File: src/hpw_map.svh
// Purpose: Constants of the host write port: widths, address fields, timing.
// Assumes: Included by bare name; definitions only.
// Notes:   Times in ns; cycle counts derive from the 125 MHz clock.
`ifndef HPW_MAP_SVH
`define HPW_MAP_SVH

// ----------------------------------------------------------------
// Widths and address fields
// ----------------------------------------------------------------
`define HPW_DATA_W        16
`define HPW_ADDR_W        8
`define HPW_LOW_ADDR_MSB  2
`define HPW_LOW_ADDR_LSB  1
`define HPW_TXFIFO_WIN    8'h20
`define HPW_RESET_WORD    16'h0000

// ----------------------------------------------------------------
// Timing
// ----------------------------------------------------------------
`define HPW_CLK_PERIOD_NS 8
`define HPW_CSH_MIN_NS    13
`define HPW_CSL_MIN_NS    32
`define HPW_CYCLE_MIN_NS  45
`define HPW_DSU_MIN_NS    7
`define HPW_CSH_CYC ((`HPW_CSH_MIN_NS + `HPW_CLK_PERIOD_NS - 1) / `HPW_CLK_PERIOD_NS)
`define HPW_CSL_CYC ((`HPW_CSL_MIN_NS + `HPW_CLK_PERIOD_NS - 1) / `HPW_CLK_PERIOD_NS)

`endif

File: src/hpw_pkg.sv
// Purpose: Types of the host write port.
// Assumes: hpw_map.svh supplies the widths.
// Notes:   No constants live here; they sit in the map header.
`default_nettype none
`include "hpw_map.svh"

package hpw_pkg;

   // Write port state machine
   typedef enum logic [1:0] {
      HPW_IDLE,
      HPW_ACTIVE,
      HPW_RECOVER
   } hpw_state_e;

   // One decoded write handed to the internal logic
   typedef struct packed {
      logic                       to_fifo;
      logic [`HPW_ADDR_W-1:0]     addr;
      logic [`HPW_DATA_W-1:0]     data;
   } hpw_write_s;

endpackage : hpw_pkg
`default_nettype wire

File: src/hpw_write_port.sv
// Purpose: Write side of the strobe-framed asynchronous 16-bit host port.
// Assumes: Host pins are asynchronous to clock and pass two flip-flops first.
// Notes:   A write is delivered as a one-cycle pulse after the cycle ends.
//
// What this block does
// - Every host write uses the cycle framed by select and write strobe, both low.
// - A cycle starts only when select and write strobe are both low, in any order.
// - A cycle ends as soon as select or strobe or both go high, in any order.
// - Data is the last word sampled while both are low, so it must be steady one 8 ns clock before the edge that ends the cycle.
// - With fifo select high the upper address is ignored and the word goes to the TX FIFO.
// - FIFO-direct writes use the ordinary timing, fifo select timed like the address.
// - Each write cycle moves one 16-bit word.
`timescale 1ns/1ps
`default_nettype none
`include "hpw_map.svh"

module hpw_write_port #(
   parameter int DATA_W = `HPW_DATA_W,
   parameter int ADDR_W = `HPW_ADDR_W
) (
   input  wire logic                clock,
   input  wire logic                reset_n,
   input  wire logic                host_select_low,
   input  wire logic                write_strobe_low,
   input  wire logic                fifo_sel,
   input  wire logic [ADDR_W-1:0]   host_addr,
   input  wire logic [DATA_W-1:0]   host_data,
   output var  logic                reg_write_q,
   output var  logic [ADDR_W-1:0]   reg_addr_q,
   output var  logic                fifo_push_q,
   output var  logic [DATA_W-1:0]   wr_data_q,
   output var  logic                cycle_active_q
);

   // ----------------------------------------------------------------
   // Elaboration checks
   // ----------------------------------------------------------------
   // The carrier struct takes its widths from the map, so other widths cannot be served
   if (DATA_W != `HPW_DATA_W || ADDR_W != `HPW_ADDR_W) begin : g_width_check
      $error("hpw_write_port: unsupported width");
   end

   // ----------------------------------------------------------------
   // Pin synchronisers
   // ----------------------------------------------------------------
   logic                 cs_m_q,   cs_s_q;
   logic                 wr_m_q,   wr_s_q;
   logic                 fs_m_q,   fs_s_q;
   logic [ADDR_W-1:0]    ad_m_q,   ad_s_q;
   logic [DATA_W-1:0]    dt_m_q,   dt_s_q;

   // Idle high so reset never fakes a cycle start
   always_ff @(posedge clock) begin
      if (!reset_n) begin
         cs_m_q <= 1'b1;
         cs_s_q <= 1'b1;
         wr_m_q <= 1'b1;
         wr_s_q <= 1'b1;
      end else begin
         cs_m_q <= host_select_low;
         cs_s_q <= cs_m_q;
         wr_m_q <= write_strobe_low;
         wr_s_q <= wr_m_q;
      end
   end

   // Address, select and data follow the strobes through equal depth
   always_ff @(posedge clock) begin
      if (!reset_n) begin
         fs_m_q <= 1'b0;
         fs_s_q <= 1'b0;
         ad_m_q <= '0;
         ad_s_q <= '0;
         dt_m_q <= '0;
         dt_s_q <= '0;
      end else begin
         fs_m_q <= fifo_sel;
         fs_s_q <= fs_m_q;
         ad_m_q <= host_addr;
         ad_s_q <= ad_m_q;
         dt_m_q <= host_data;
         dt_s_q <= dt_m_q;
      end
   end

   // ----------------------------------------------------------------
   // Cycle framing
   // ----------------------------------------------------------------
   logic                 both_low;
   hpw_pkg::hpw_state_e  state_q;
   hpw_pkg::hpw_write_s  held_q;
   logic                 done_q;

   assign both_low = !cs_s_q && !wr_s_q;

   // Start needs both low; end on either high, so order never matters
   always_ff @(posedge clock) begin
      if (!reset_n) begin
         state_q <= hpw_pkg::HPW_IDLE;
      end else begin
         case (state_q)
            hpw_pkg::HPW_IDLE: begin
               if (both_low) begin
                  state_q <= hpw_pkg::HPW_ACTIVE;
               end
            end
            hpw_pkg::HPW_ACTIVE: begin
               if (!both_low) begin
                  state_q <= hpw_pkg::HPW_RECOVER;
               end
            end
            hpw_pkg::HPW_RECOVER: begin
               // Back-to-back cycles: a fresh assertion is seen here too
               state_q <= both_low ? hpw_pkg::HPW_ACTIVE : hpw_pkg::HPW_IDLE;
            end
            default: begin
               state_q <= hpw_pkg::HPW_IDLE;
            end
         endcase
      end
   end

   // Track the last sample during the cycle; the one before deassertion wins
   always_ff @(posedge clock) begin
      if (!reset_n) begin
         held_q <= '0;
      end else if (both_low) begin
         held_q.to_fifo <= fs_s_q;
         held_q.addr    <= ad_s_q;
         held_q.data    <= dt_s_q;
      end
   end

   // One pulse per ended cycle
   always_ff @(posedge clock) begin
      if (!reset_n) begin
         done_q <= 1'b0;
      end else begin
         done_q <= (state_q == hpw_pkg::HPW_ACTIVE) && !both_low;
      end
   end

   // ----------------------------------------------------------------
   // Routing of the written word
   // ----------------------------------------------------------------
   // Low address lines stay visible so the FIFO port keeps its lane
   function automatic logic [ADDR_W-1:0] fifo_addr(input logic [ADDR_W-1:0] a);
      logic [ADDR_W-1:0] r;
      r = ADDR_W'(`HPW_TXFIFO_WIN);
      r[`HPW_LOW_ADDR_MSB:`HPW_LOW_ADDR_LSB] = a[`HPW_LOW_ADDR_MSB:`HPW_LOW_ADDR_LSB];
      return r;
   endfunction : fifo_addr

   always_ff @(posedge clock) begin
      if (!reset_n) begin
         reg_write_q <= 1'b0;
         fifo_push_q <= 1'b0;
         reg_addr_q  <= '0;
         wr_data_q   <= `HPW_RESET_WORD;
      end else begin
         fifo_push_q <= done_q && held_q.to_fifo;
         reg_write_q <= done_q && !held_q.to_fifo;
         if (done_q) begin
            reg_addr_q <= held_q.to_fifo ? fifo_addr(held_q.addr) : held_q.addr;
            wr_data_q  <= held_q.data;
         end
      end
   end

   always_ff @(posedge clock) begin
      if (!reset_n) begin
         cycle_active_q <= 1'b0;
      end else begin
         cycle_active_q <= both_low;
      end
   end
endmodule : hpw_write_port
`default_nettype wire

File: config.mk
export PLATFORM = sky130hd
export DESIGN_NAME = hpw_write_port
export DESIGN_NICKNAME = d
export VERILOG_FILES = /design/src/hpw_pkg.sv /design/src/hpw_write_port.sv
export VERILOG_INCLUDE_DIRS = /design/src /design/src/src
export SDC_FILE = /design/constraint.sdc
export NUM_CORES = 1
export LEC_CHECK = 0
export BUFFER_PORTS_ARGS = -buffer_cell sky130_fd_sc_hd__clkbuf_2
export CORE_ASPECT_RATIO = 1.5
export CORE_MARGIN = 4
export CORE_UTILIZATION = 30
export CTS_CLUSTER_SIZE = 8
export DETAILED_ROUTE_END_ITERATION = 12
export PLACE_DENSITY = 0.55
export SYNTH_ARGS = -nofsm -noshare
export SYNTH_HDL_FRONTEND = slang
export SYNTH_SLANG_ARGS = --single-unit
File: constraint.sdc
create_clock -name clock -period 1.7 [get_ports clock]
set_input_delay 0.51 -clock clock [delete_from_list [all_inputs] [get_ports clock]]
set_output_delay 0.51 -clock clock [all_outputs]
set_load 0.02 [all_outputs]
# Yosys cells after proc, flatten, opt, wreduce, memory -nomap -nowiden
# Index checks and enable logic that the tools add are counted.
# word_totals
register_bits,109
latchBits,0
ram_bits,0
rom_bits,0
input_bits,29
out_inout_bits,27
wordCells,39
mem_count,0
# classes
add_sub_neg,0
n_mul,0
div,0
magnitude_cmp,0
n_eq_ne,4
n_shift,0
mux,5
bitwise_logic,0
reduce_logical,10
# ops
cell,count
$mux W8,1
$pmux W2 S3,1
$logic_and A1 B1 Y1,4
$logic_not A1 Y1,4
$mux W2,2
$ne A2 B2 Y1 const B,2
$eq A2 B1 Y1 const B,1
$eq A2 B2 Y1 const B,1
$logic_not A2 Y1,1
$reduce_and A2 Y1,1
$mux W1,1

# Depth between registers and ports, before layout
# Gate-level depths: netlist of run 1.
# logic_depth
word_depth,4
depth_mapped,5

# Worst setup path before layout of run 1
# OpenSTA, ideal clock, no wires.
# synth_path
path_type,input to register
startpoint,input reset_n
endpoint,register held_q[15] in the netlist's numbering
setup_time_ns,0.126
arrival_time_ns,1.056
t_required_ns,1.574
slack_ns,0.519
cell_stages,5
path_buffers,3
cell_sequence,buf_4 buf_6 buf_6 o211ai_1 o21ai_0
# synth_lines
item,line_no,text
from (decl),hpw_write_port.sv:22,"input wire logic reset_n,"
to (decl),hpw_write_port.sv:91,hpw_pkg::hpw_write_s held_q;

# Worst setup path after layout of run 1
# layout_path
startpoint,register wr_data_q[8]
endpoint,output wr_data_q[8]
# layout_lines
item,line_no,text
from (decl),hpw_write_port.sv:31,"output var logic [DATA_W-1:0] wr_data_q,"
from (signal assigned),hpw_write_port.sv:159,wr_data_q <= `HPW_RESET_WORD;
from (signal assigned),hpw_write_port.sv:165,wr_data_q <= held_q.data;
# No word-level cell between the ends.

==> reports/summary.txt, run 1 <==
category of the critical setup timing path: reg2out
area of all placed cells without fillers: 4220 sq um
maximum number of pins on one net before global-route repair: 51
residual antenna-violating net count after detailed routing: 0
Mapped Cells: 322
antenna diode count: 0
status: completed
total negative slack for setup checks: 0 ns
average wire length per cell after detail routing: 12.2 microns
share of final-layout standard cells stronger than drive strength 1: 21.1%
number of setup violations in the final report: 0
list of cells traversed by the critical path: clkbuf_2
Remaining DRCs: 0
vertical extent of the die: 141 microns
Total Routed Length: 6380 microns
#FFs+latches synth: 109
CTS tree: yes
buffers inserted by post-CTS timing repair: 0
PD cells: 1170 nW/um^2
worst IR drop on VDD: 622 uV
post-detail-place hpwl: 4200 microns
met2 demand-to-capacity share in global routing: 15.9%
class of the worst hold path: in2reg
Net Sw Frac: 19.8%
total via count after detailed routing: 2228
fraction of the yosys area taken by sequential cells: 61.7%
transition time of the tightest slew-check pin: 0.791 ns
synthesized area divided by synthesized cell count: 11.0 sq um
unrepaired setup endpoints after global routing: no
maximum single-stage delay on the critical path: 0.36 ns
Syn. warnings: 0
relative contribution of sequential cells to total power: 53.1%
Core Region: 11500 sq um
latest clock arrival within the worst-skew pair: 0.34 ns
GRT Resource Usage Total: 9.79%
average vias per placed instance: 4.24
number of global-route vias before repair: 2183
PostCTS Resize Cnt: 0
row count: 48
Net Count, Synth: 351
number of antenna violations at the first check in global routing: 0
final net count: 400
global routing's busiest layer: met2
maximum capacitance violations: 0
Mapped Area: 3530 sq um
Unique masters post-synth: 22
clock transition at the registers of the reported paths: 0.07 ns
cell chosen for the clock root: sky130_fd_sc_hd__clkbuf_16
Layout Cells excl Fill: 525
Placed Instance Area: 3910 sq um
count of buffers inserted at the top-level ports: 55
data arrival at the endpoint of the critical path: 0.88 ns
highest fanout seen on the critical path: 2
cell class contributing the biggest share of worst-path delay: flip-flops
Placed Instances: 510
crit path max-delay cell type: sky130_fd_sc_hd__dfxtp_1
number of clock sinks seen by CTS: 109
horizontal die dimension: 96.6 microns
clock share of power: 43.8%
placer congestion estimate: 0.667
wire length of the first global-routing pass: 10600 microns
Area Overhead vs Synth: 19.5%
sw power: 0.979 mW
number of levels the H-tree was split into: 3
number of pins with negative max-slew slack in the final report: 0
reported leakage power: 1.62 nW
number of filler cells placed in the layout: 1175
largest clock skew in the final design: 0.00830 ns
number of buffers and inverters on the critical path: 1
area enclosed by the die boundary: 13600 sq um
final number of hold-violating endpoints: 0
met1 layer usage reported by global route: 11.5%
post-route fraction of the period consumed by the critical path: 81.8%
starting density of the core: 30.7%
capturing element type of the critical path: primary output
combinational share of power: 3.1%
required time at the endpoint of the critical path: 1.19 ns
f_max: 719 MHz
internal cell power: 3.97 mW
clock period minus final worst setup slack: 1.39 ns
boundary pin count: 56
1st-pass router iterations: 4
Longest Clk Path Bufs: 2
Rel. slew slack: 47.3%
post-layout util: 36.6%
cts bufs inserted: 9
met3 demand-to-capacity share in global routing: 3.27%
DRC marker count from the first detailed-route iteration: 126
remaining global-route overflow: 0
kind of start point of the critical path: register
total of hold buffers inserted after clock tree synthesis: 0
==> flip-flops by register name, indices dropped and copies added, names as in the netlist, 2 cells and up <==
signal,flops
held_q,25
dt_m_q,16
dt_s_q,16
wr_data_q,16
ad_m_q,8
ad_s_q,8
reg_addr_q,8
state_q,2
==> synth_stat cells <==
cell / n / area [sq um]
sky130_fd_sc_hd__dfxtp_1: 109 / 2180
sky130_fd_sc_hd__and2_1: 51 / 319
sky130_fd_sc_hd__nand2_1: 33 / 124
sky130_fd_sc_hd__mux2i_1: 22 / 220
sky130_fd_sc_hd__o211ai_1: 21 / 158
sky130_fd_sc_hd__o21ai_1: 20 / 100
sky130_fd_sc_hd__nor2b_1: 18 / 113
sky130_fd_sc_hd__buf_6: 7 / 78.8
sky130_fd_sc_hd__buf_2: 6 / 30.0
sky130_fd_sc_hd__nand2b_1: 5 / 31.3
sky130_fd_sc_hd__nand3b_1: 5 / 37.5
sky130_fd_sc_hd__o21ai_0: 5 / 25.0
sky130_fd_sc_hd__clkbuf_1: 4 / 15.0
sky130_fd_sc_hd__clkbuf_2: 4 / 20.0
sky130_fd_sc_hd__buf_4: 3 / 22.5
sky130_fd_sc_hd__and3_1: 2 / 12.5
sky130_fd_sc_hd__nor3_1: 2 / 10.0
sky130_fd_sc_hd__nand4b_1: 1 / 8.76
sky130_fd_sc_hd__nor2_1: 1 / 3.75
sky130_fd_sc_hd__nor2_2: 1 / 6.26
sky130_fd_sc_hd__o221a_2: 1 / 11.3
sky130_fd_sc_hd__or2_1: 1 / 6.26
==> per-layer routing <==
| metal | vias to the layer above | share of wire, % |
|---|---|---|
| met5 | - | 0 |
| met4 | 0 | 2.4 |
| met3 | 9 | 3.6 |
| met2 | 38 | 48 |
| met1 | 1026 | 46 |
| li1 | 1155 | - |
==> final timing paths <==
kind	from	endpoint	slack (ns)	depth (start not counted)
min	host_select_low	cs_m_q	0.35	2
max reg2reg	wr_s_q	held_q[15]	0.43	2
max	wr_data_q[8]	wr_data_q[8]	0.31	1
min reg2reg	wr_m_q	wr_s_q	0.41	1
==> power by group through the flow <==
stage               combinational, mW  clock (mW)  sequential, mW
detailed placement              0.159           0            2.69
global route                    0.176        2.31            2.63
floorplan                       0.108           0            2.68
global placement                0.158           0            2.69
finish                          0.155        2.17            2.63
CTS                             0.159        2.23            2.63
==> metrics by stage <==
step                      setup slack, ns  power (mW)  hold WS, ns
after floorplan                     0.519        2.79        0.386
after global placement              0.307        2.84        0.403
after detailed placement            0.294        2.85        0.401
after CTS                           0.284        5.02        0.339
after global routing                0.249        5.12        0.342
final                               0.310        4.95        0.352
==> kinds of logic after synthesis <==
| family | share of synthesized area (%) |
|---|---|
| flip-flops | 61.7 |
| multiplexers | 6.23 |
| AO/OA/AOI/OAI | 8.32 |
| AND/OR/NAND/NOR | 19.0 |
| buffers and inverters | 4.71 |
==> cell usage in the layout, fill, tap and decap left out, drive strengths merged <==
cell type / count
clkbuf: 63
and2: 51
o221a: 1
inv: 1
o21ai: 25
nor2: 2
clkinvlp: 1
nor3: 2
clkinv: 2
and3: 2
nor2b: 18
o211ai: 21
buf: 8
nand2b: 5
nand2: 33
or2: 1
dfxtp: 109
nand3b: 5
bufinv: 2
nand4b: 1
mux2i: 22
==> final cells by class <==
cell class                      instances  area, sq um  area share [%]
Tap cell                              150          188            4.44
Sequential cell                       109         2180            51.7
Multi-Input combinational cell        189         1190            28.1
Clock inverter                          6         86.3            2.04
Timing Repair Buffer                   62          355            8.41
Clock buffer                            9          225            5.33
Note: power is estimated with default switching activity, not from simulation.
==> run 2: changes to the inputs <==
--- a/config.mk
+++ b/config.mk
@@ -12,7 +12,7 @@
 export CORE_UTILIZATION = 30
 export CTS_CLUSTER_SIZE = 8
 export DETAILED_ROUTE_END_ITERATION = 12
-export PLACE_DENSITY = 0.55
+export PLACE_DENSITY = 0.56
 export SYNTH_ARGS = -nofsm -noshare
 export SYNTH_HDL_FRONTEND = slang
 export SYNTH_SLANG_ARGS = --single-unit
==> constraint.sdc (replaced) <==
create_clock -name clock -period 1.2 [get_ports clock]
set_input_delay 0.36 -clock clock [delete_from_list [all_inputs] [get_ports clock]]
set_output_delay 0.36 -clock clock [all_outputs]
set_load 0.02 [all_outputs]
==> run 2 against run 1 <==
Critical path depth unchanged. Sequential share of layout area shrank 3.2 points. Worst setup slack worse by 0.29 ns. Sequential power is 41% higher. Clock skew decreased by 0.00068 ns. Worst hold slack got worse by 0.16 ns. Flip-flop and latch count unchanged. Clock power increased by 29%. Cell count is 2.3% higher. Die area is the same. Total power rose by 36%. Combinational power rose by 45%.
==> reports/summary.txt, run 2 (synthesis gave the netlist of run 1 again) <==
status: completed
share of final-layout standard cells stronger than drive strength 1: 29.5%
number of setup violations in the final report: 0
maximum single-stage delay on the critical path: 0.36 ns
origin of the worst min-delay path: write_strobe_low
number of global-route vias before repair: 2240
met2 demand-to-capacity share in global routing: 16.1%
largest clock skew in the final design: 0.00763 ns
boundary pin count: 56
vertical extent of the die: 141 microns
class of the worst hold path: in2reg
placer congestion estimate: 0.675
Remaining DRCs: 0
DRC marker count from the first detailed-route iteration: 116
critical register-to-register path startpoint: done_q
required time at the endpoint of the critical path: 0.84 ns
worst slack after detailed placement: 0.133 ns
met1 layer usage reported by global route: 11.7%
global routing's busiest layer: met2
path depth of the worst reg2reg path: 3
Area Overhead vs Synth: 29.2%
clock transition at the registers of the reported paths: 0.07 ns
CTS tree: yes
Rel. slew slack: 85.3%
endpoint of the worst-slack reg-to-reg timing path: wr_data_q[14]
capturing element type of the critical path: primary output
list of cells traversed by the critical path: buf_8
register name with the most flops: held_q
residual antenna-violating net count after detailed routing: 0
unrepaired setup endpoints after global routing: yes
average wire length per cell after detail routing: 11.7 microns
number of buffers and inverters on the critical path: 1
Total Routed Length: 6290 microns
cell depth of the worst min-delay path: 2
cts bufs inserted: 9
post-route fraction of the period consumed by the critical path: 98.6%
met3 demand-to-capacity share in global routing: 2.77%
most frequent cells in the layout: 85 x sky130_fd_sc_hd__dfxtp_1, 51 x sky130_fd_sc_hd__and2_1, 33 x sky130_fd_sc_hd__nand2_1, 27 x sky130_fd_sc_hd__clkbuf_2, 23 x sky130_fd_sc_hd__dfxtp_2
cell chosen for the clock root: sky130_fd_sc_hd__clkbuf_16
data arrival at the endpoint of the critical path: 0.82 ns
clock period minus final worst setup slack: 1.18 ns
worst setup margin: 0.0165 ns
antenna diode count: 0
f_max: 845 MHz
number of pins with negative max-slew slack in the final report: 0
reported leakage power: 1.74 nW
1st-pass router iterations: 4
row count: 48
transition time of the tightest slew-check pin: 0.221 ns
PD cells: 1480 nW/um^2
average vias per placed instance: 4.24
worst IR drop on VDD: 771 uV
kind of start point of the critical path: register
category of the critical setup timing path: reg2out
GRT Resource Usage Total: 9.81%
starting density of the core: 30.7%
cell class contributing the biggest share of worst-path delay: flip-flops
commonest non-fill, non-tap cell in the layout: sky130_fd_sc_hd__dfxtp_1
final number of hold-violating endpoints: 0
setup slack of the worst register-to-register path: 0.17 ns
Longest Clk Path Bufs: 2
end of the worst hold path: wr_m_q
crit path max-delay cell type: sky130_fd_sc_hd__dfxtp_4
number of clock sinks seen by CTS: 109
Core Region: 11500 sq um
area enclosed by the die boundary: 13600 sq um
total via count after detailed routing: 2279
wire length of the first global-routing pass: 10800 microns
post-layout util: 39.6%
post-detail-place hpwl: 4250 microns
count of buffers inserted at the top-level ports: 55
maximum capacitance violations: 0
latest clock arrival within the worst-skew pair: 0.34 ns
highest fanout seen on the critical path: 2
max reg flops: 25
maximum number of pins on one net before global-route repair: 56
number of antenna violations at the first check in global routing: 0
horizontal die dimension: 96.6 microns
final net count: 411
number of levels the H-tree was split into: 3
remaining global-route overflow: 0
[run 2: cell types whose count changed in the layout (fill, tap and decap cells not counted), moves of 3 or more]
cell | previous run | this run
sky130_fd_sc_hd__clkbuf_8 | 0 | 3
sky130_fd_sc_hd__dfxtp_2 | 0 | 23
sky130_fd_sc_hd__dfxtp_1 | 109 | 85
sky130_fd_sc_hd__clkbuf_2 | 54 | 27
sky130_fd_sc_hd__buf_4 | 6 | 18
sky130_fd_sc_hd__buf_8 | 0 | 21
[run 2: where the power goes]
part	internal (mW)	switching (mW)	leakage [nW]	total, mW
logic	0.113	0.111	0.701	0.224
clock network	1.45	1.35	0.141	2.80
registers	3.70	0.0207	0.903	3.72
[run 2: cell type report]
class / count / area, sq um
Fill cell: 1170 / 6970
Sequential cell: 109 / 2210
Multi-Input combinational cell: 189 / 1190
Tap cell: 150 / 188
Clock inverter: 6 / 56.3
Clock buffer: 10 / 229
Timing Repair Buffer: 73 / 692
[run 2: worst max path at each step]
stage	from	cells past startpoint	to	slack (ns)
after CTS	reg_addr_q[7]	1	reg_addr_q[7]	-0.03
after global placement	reset_n	4	reg_addr_q[0]	0.17
after global routing	wr_data_q[13]	1	wr_data_q[13]	-0.01
final	reg_addr_q[7]	1	reg_addr_q[7]	0.02
after floorplan	reset_n	5	held_q[15]	0.17
after detailed placement	reset_n	4	reg_addr_q[4]	0.13
[run 2: through the flow]
step                instance area [sq um]  instances  total power, mW  hold slack [ns]  TNS, ns
floorplan                            3530        322             3.95            0.386        0
global placement                     3960        515             4.03            0.400        0
detailed placement                   3960        515             4.04            0.401        0
CTS                                  4490        531             6.85            0.187  -0.0632
global route                         4570        537             7.02            0.201  -0.0614
finish                               4570        537             6.74            0.196        0
[run 2: repair_timing]
| item | 4_1_cts | 5_1_grt |
|---|---|---|
| endpoints found under the setup margin | 24 | 27 |
| gates resized for setup | 72 | 27 |
| buffers inserted | 0 | 6 |
| hold buffers | 0 | 0 |
[run 2: metal layers]
| metal | up-vias | share of wire, % |
|---|---|---|
| met4 | 0 | 2.3 |
| met2 | 41 | 50 |
| met1 | 1042 | 45 |
| met3 | 11 | 3.2 |
| met5 | - | 0 |
| li1 | 1185 | - |
==> run 3: changes to the inputs <==
--- a/config.mk
+++ b/config.mk
@@ -7,7 +7,6 @@
 export NUM_CORES = 1
 export LEC_CHECK = 0
 export BUFFER_PORTS_ARGS = -buffer_cell sky130_fd_sc_hd__clkbuf_2
-export CORE_ASPECT_RATIO = 1.5
 export CORE_MARGIN = 4
 export CORE_UTILIZATION = 30
 export CTS_CLUSTER_SIZE = 8
==> run 3 against run 2 <==
Flip-flop and latch count stayed put. Worst setup slack better by 0.014 ns. Clock skew is 0.00073 ns lower. Wire length is 1.2% higher. Sequential share of layout area is 0.37 points higher. Worst hold slack better by 0.026 ns. Critical path depth stayed put. Sequential power hardly changed. Largest cell class unchanged. Highest routed layer unchanged.
==> reports/summary.txt, run 3 (synthesis gave the netlist of run 1 again) <==
latest clock arrival within the worst-skew pair: 0.34 ns
DRC marker count from the first detailed-route iteration: 107
share of final-layout standard cells stronger than drive strength 1: 28.2%
hold_ws: 0.223 ns
Longest Clk Path Bufs: 2
cell chosen for the clock root: sky130_fd_sc_hd__clkbuf_16
horizontal die dimension: 117 microns
placer congestion estimate: 0.695
maximum number of pins on one net before global-route repair: 51
most frequent cells in the layout: 84 x sky130_fd_sc_hd__dfxtp_1, 51 x sky130_fd_sc_hd__and2_1, 33 x sky130_fd_sc_hd__nand2_1, 28 x sky130_fd_sc_hd__clkbuf_2, 25 x sky130_fd_sc_hd__dfxtp_2
Remaining DRCs: 0
GRT Resource Usage Total: 10.2%
Placed Instance Area: 3940 sq um
class of the worst hold path: in2reg
list of cells traversed by the critical path: buf_8
cts bufs inserted: 9
Area Overhead vs Synth: 28.1%
unrepaired setup endpoints after global routing: yes
average vias per placed instance: 4.27
Core Region: 11500 sq um
post-route fraction of the period consumed by the critical path: 97.5%
maximum single-stage delay on the critical path: 0.36 ns
highest fanout seen on the critical path: 2
area of all placed cells without fillers: 4530 sq um
number of pins with negative max-slew slack in the final report: 0
status: completed
clock transition at the registers of the reported paths: 0.07 ns
data arrival at the endpoint of the critical path: 0.81 ns
Total Routed Length: 6360 microns
worst slack after detailed placement: 0.159 ns
total via count after detailed routing: 2228
number of global-route vias before repair: 2253
number of levels the H-tree was split into: 3
number of setup violations in the final report: 0
residual antenna-violating net count after detailed routing: 0
largest clock skew in the final design: 0.00690 ns
row count: 39
vertical extent of the die: 117 microns
capturing element type of the critical path: primary output
transition time of the tightest slew-check pin: 0.440 ns
crit path max-delay cell type: sky130_fd_sc_hd__dfxtp_2
kind of start point of the critical path: register
worst IR drop on VDD: 760 uV
PD cells: 1510 nW/um^2
count of buffers inserted at the top-level ports: 55
post-detail-place hpwl: 4320 microns
1st-pass router iterations: 4
category of the critical setup timing path: reg2out
CTS tree: yes
number of buffers and inverters on the critical path: 1
register name with the most flops: held_q
maximum capacitance violations: 0
starting density of the core: 30.8%
remaining global-route overflow: 0
area enclosed by the die boundary: 13600 sq um
cell class contributing the biggest share of worst-path delay: flip-flops
commonest non-fill, non-tap cell in the layout: sky130_fd_sc_hd__dfxtp_1
f_max: 855 MHz
boundary pin count: 56
wire length of the first global-routing pass: 10800 microns
number of clock sinks seen by CTS: 109
antenna diode count: 0
clock period minus final worst setup slack: 1.17 ns
reported leakage power: 1.71 nW
average wire length per cell after detail routing: 12.2 microns
worst setup margin: 0.0304 ns
max reg flops: 25
number of antenna violations at the first check in global routing: 0
final net count: 405
required time at the endpoint of the critical path: 0.84 ns
final number of hold-violating endpoints: 0
Rel. slew slack: 70.6%
==> run 3: changes by cell type in the layout (fill, tap and decap cells not counted), sizes merged <==
cell and change:
inv -2, clkinv -3, buf -10, clkinvlp +1
clkbuf +5, bufinv +1
==> run 3: metrics by stage <==
step / setup TNS (ns) / util (%) / total power [mW] / instances
2_1_floorplan: 0 / - / 3.95 / 322
4_1_cts: -0.0164 / 39.1 / 6.92 / 519
3_5_place_dp: 0 / 34.4 / 4.04 / 505
6_report: 0 / 39.5 / 6.82 / 522
5_1_grt: -0.0129 / 39.5 / 7.11 / 522
3_3_place_gp: 0 / 34.4 / 4.03 / 505
==> run 3: routing by layer <==
layer	track usage (%)	up-vias	share of wire (%)
met2	15.0	38	45
met1	13.3	1003	48
met5	0	-	0
li1	-	1174	-
met4	5.43	0	2.4
met3	3.47	13	4.4
==> run 3: path summary, 6_finish.rpt <==
check                     start      endpoint  slack (ns)  cells past startpoint
setup / recovery   wr_data_q[5]  wr_data_q[5]        0.03                      1
setup reg to reg         cs_s_q    held_q[19]        0.16                      2
hold / removal    host_data[11]    dt_m_q[11]        0.22                      2
hold reg to reg          cs_m_q        cs_s_q        0.41                      1
==> run 3: where the power goes <==
| part | switching, mW | leakage, nW | internal (mW) |
|---|---|---|---|
| logic | 0.112 | 0.671 | 0.114 |
| clock network | 1.21 | 0.138 | 1.66 |
| registers | 0.0214 | 0.903 | 3.70 |
==> run 3: final cells by class <==
class                      instances  area (sq um)
timing repair buffer              67           661
sequential                       109          2210
clock buffer                      11           243
fill                            1083          6940
multi-input combinational        189          1190
tap                              143           179
clock inverter                     3          46.3
==> run 3: repair_timing <==
item | 4_1_cts | 5_1_grt
gates resized for setup | 73 | 22
endpoints found under the setup margin | 25 | 22
hold buffers | 0 | 0
buffers inserted | 0 | 3
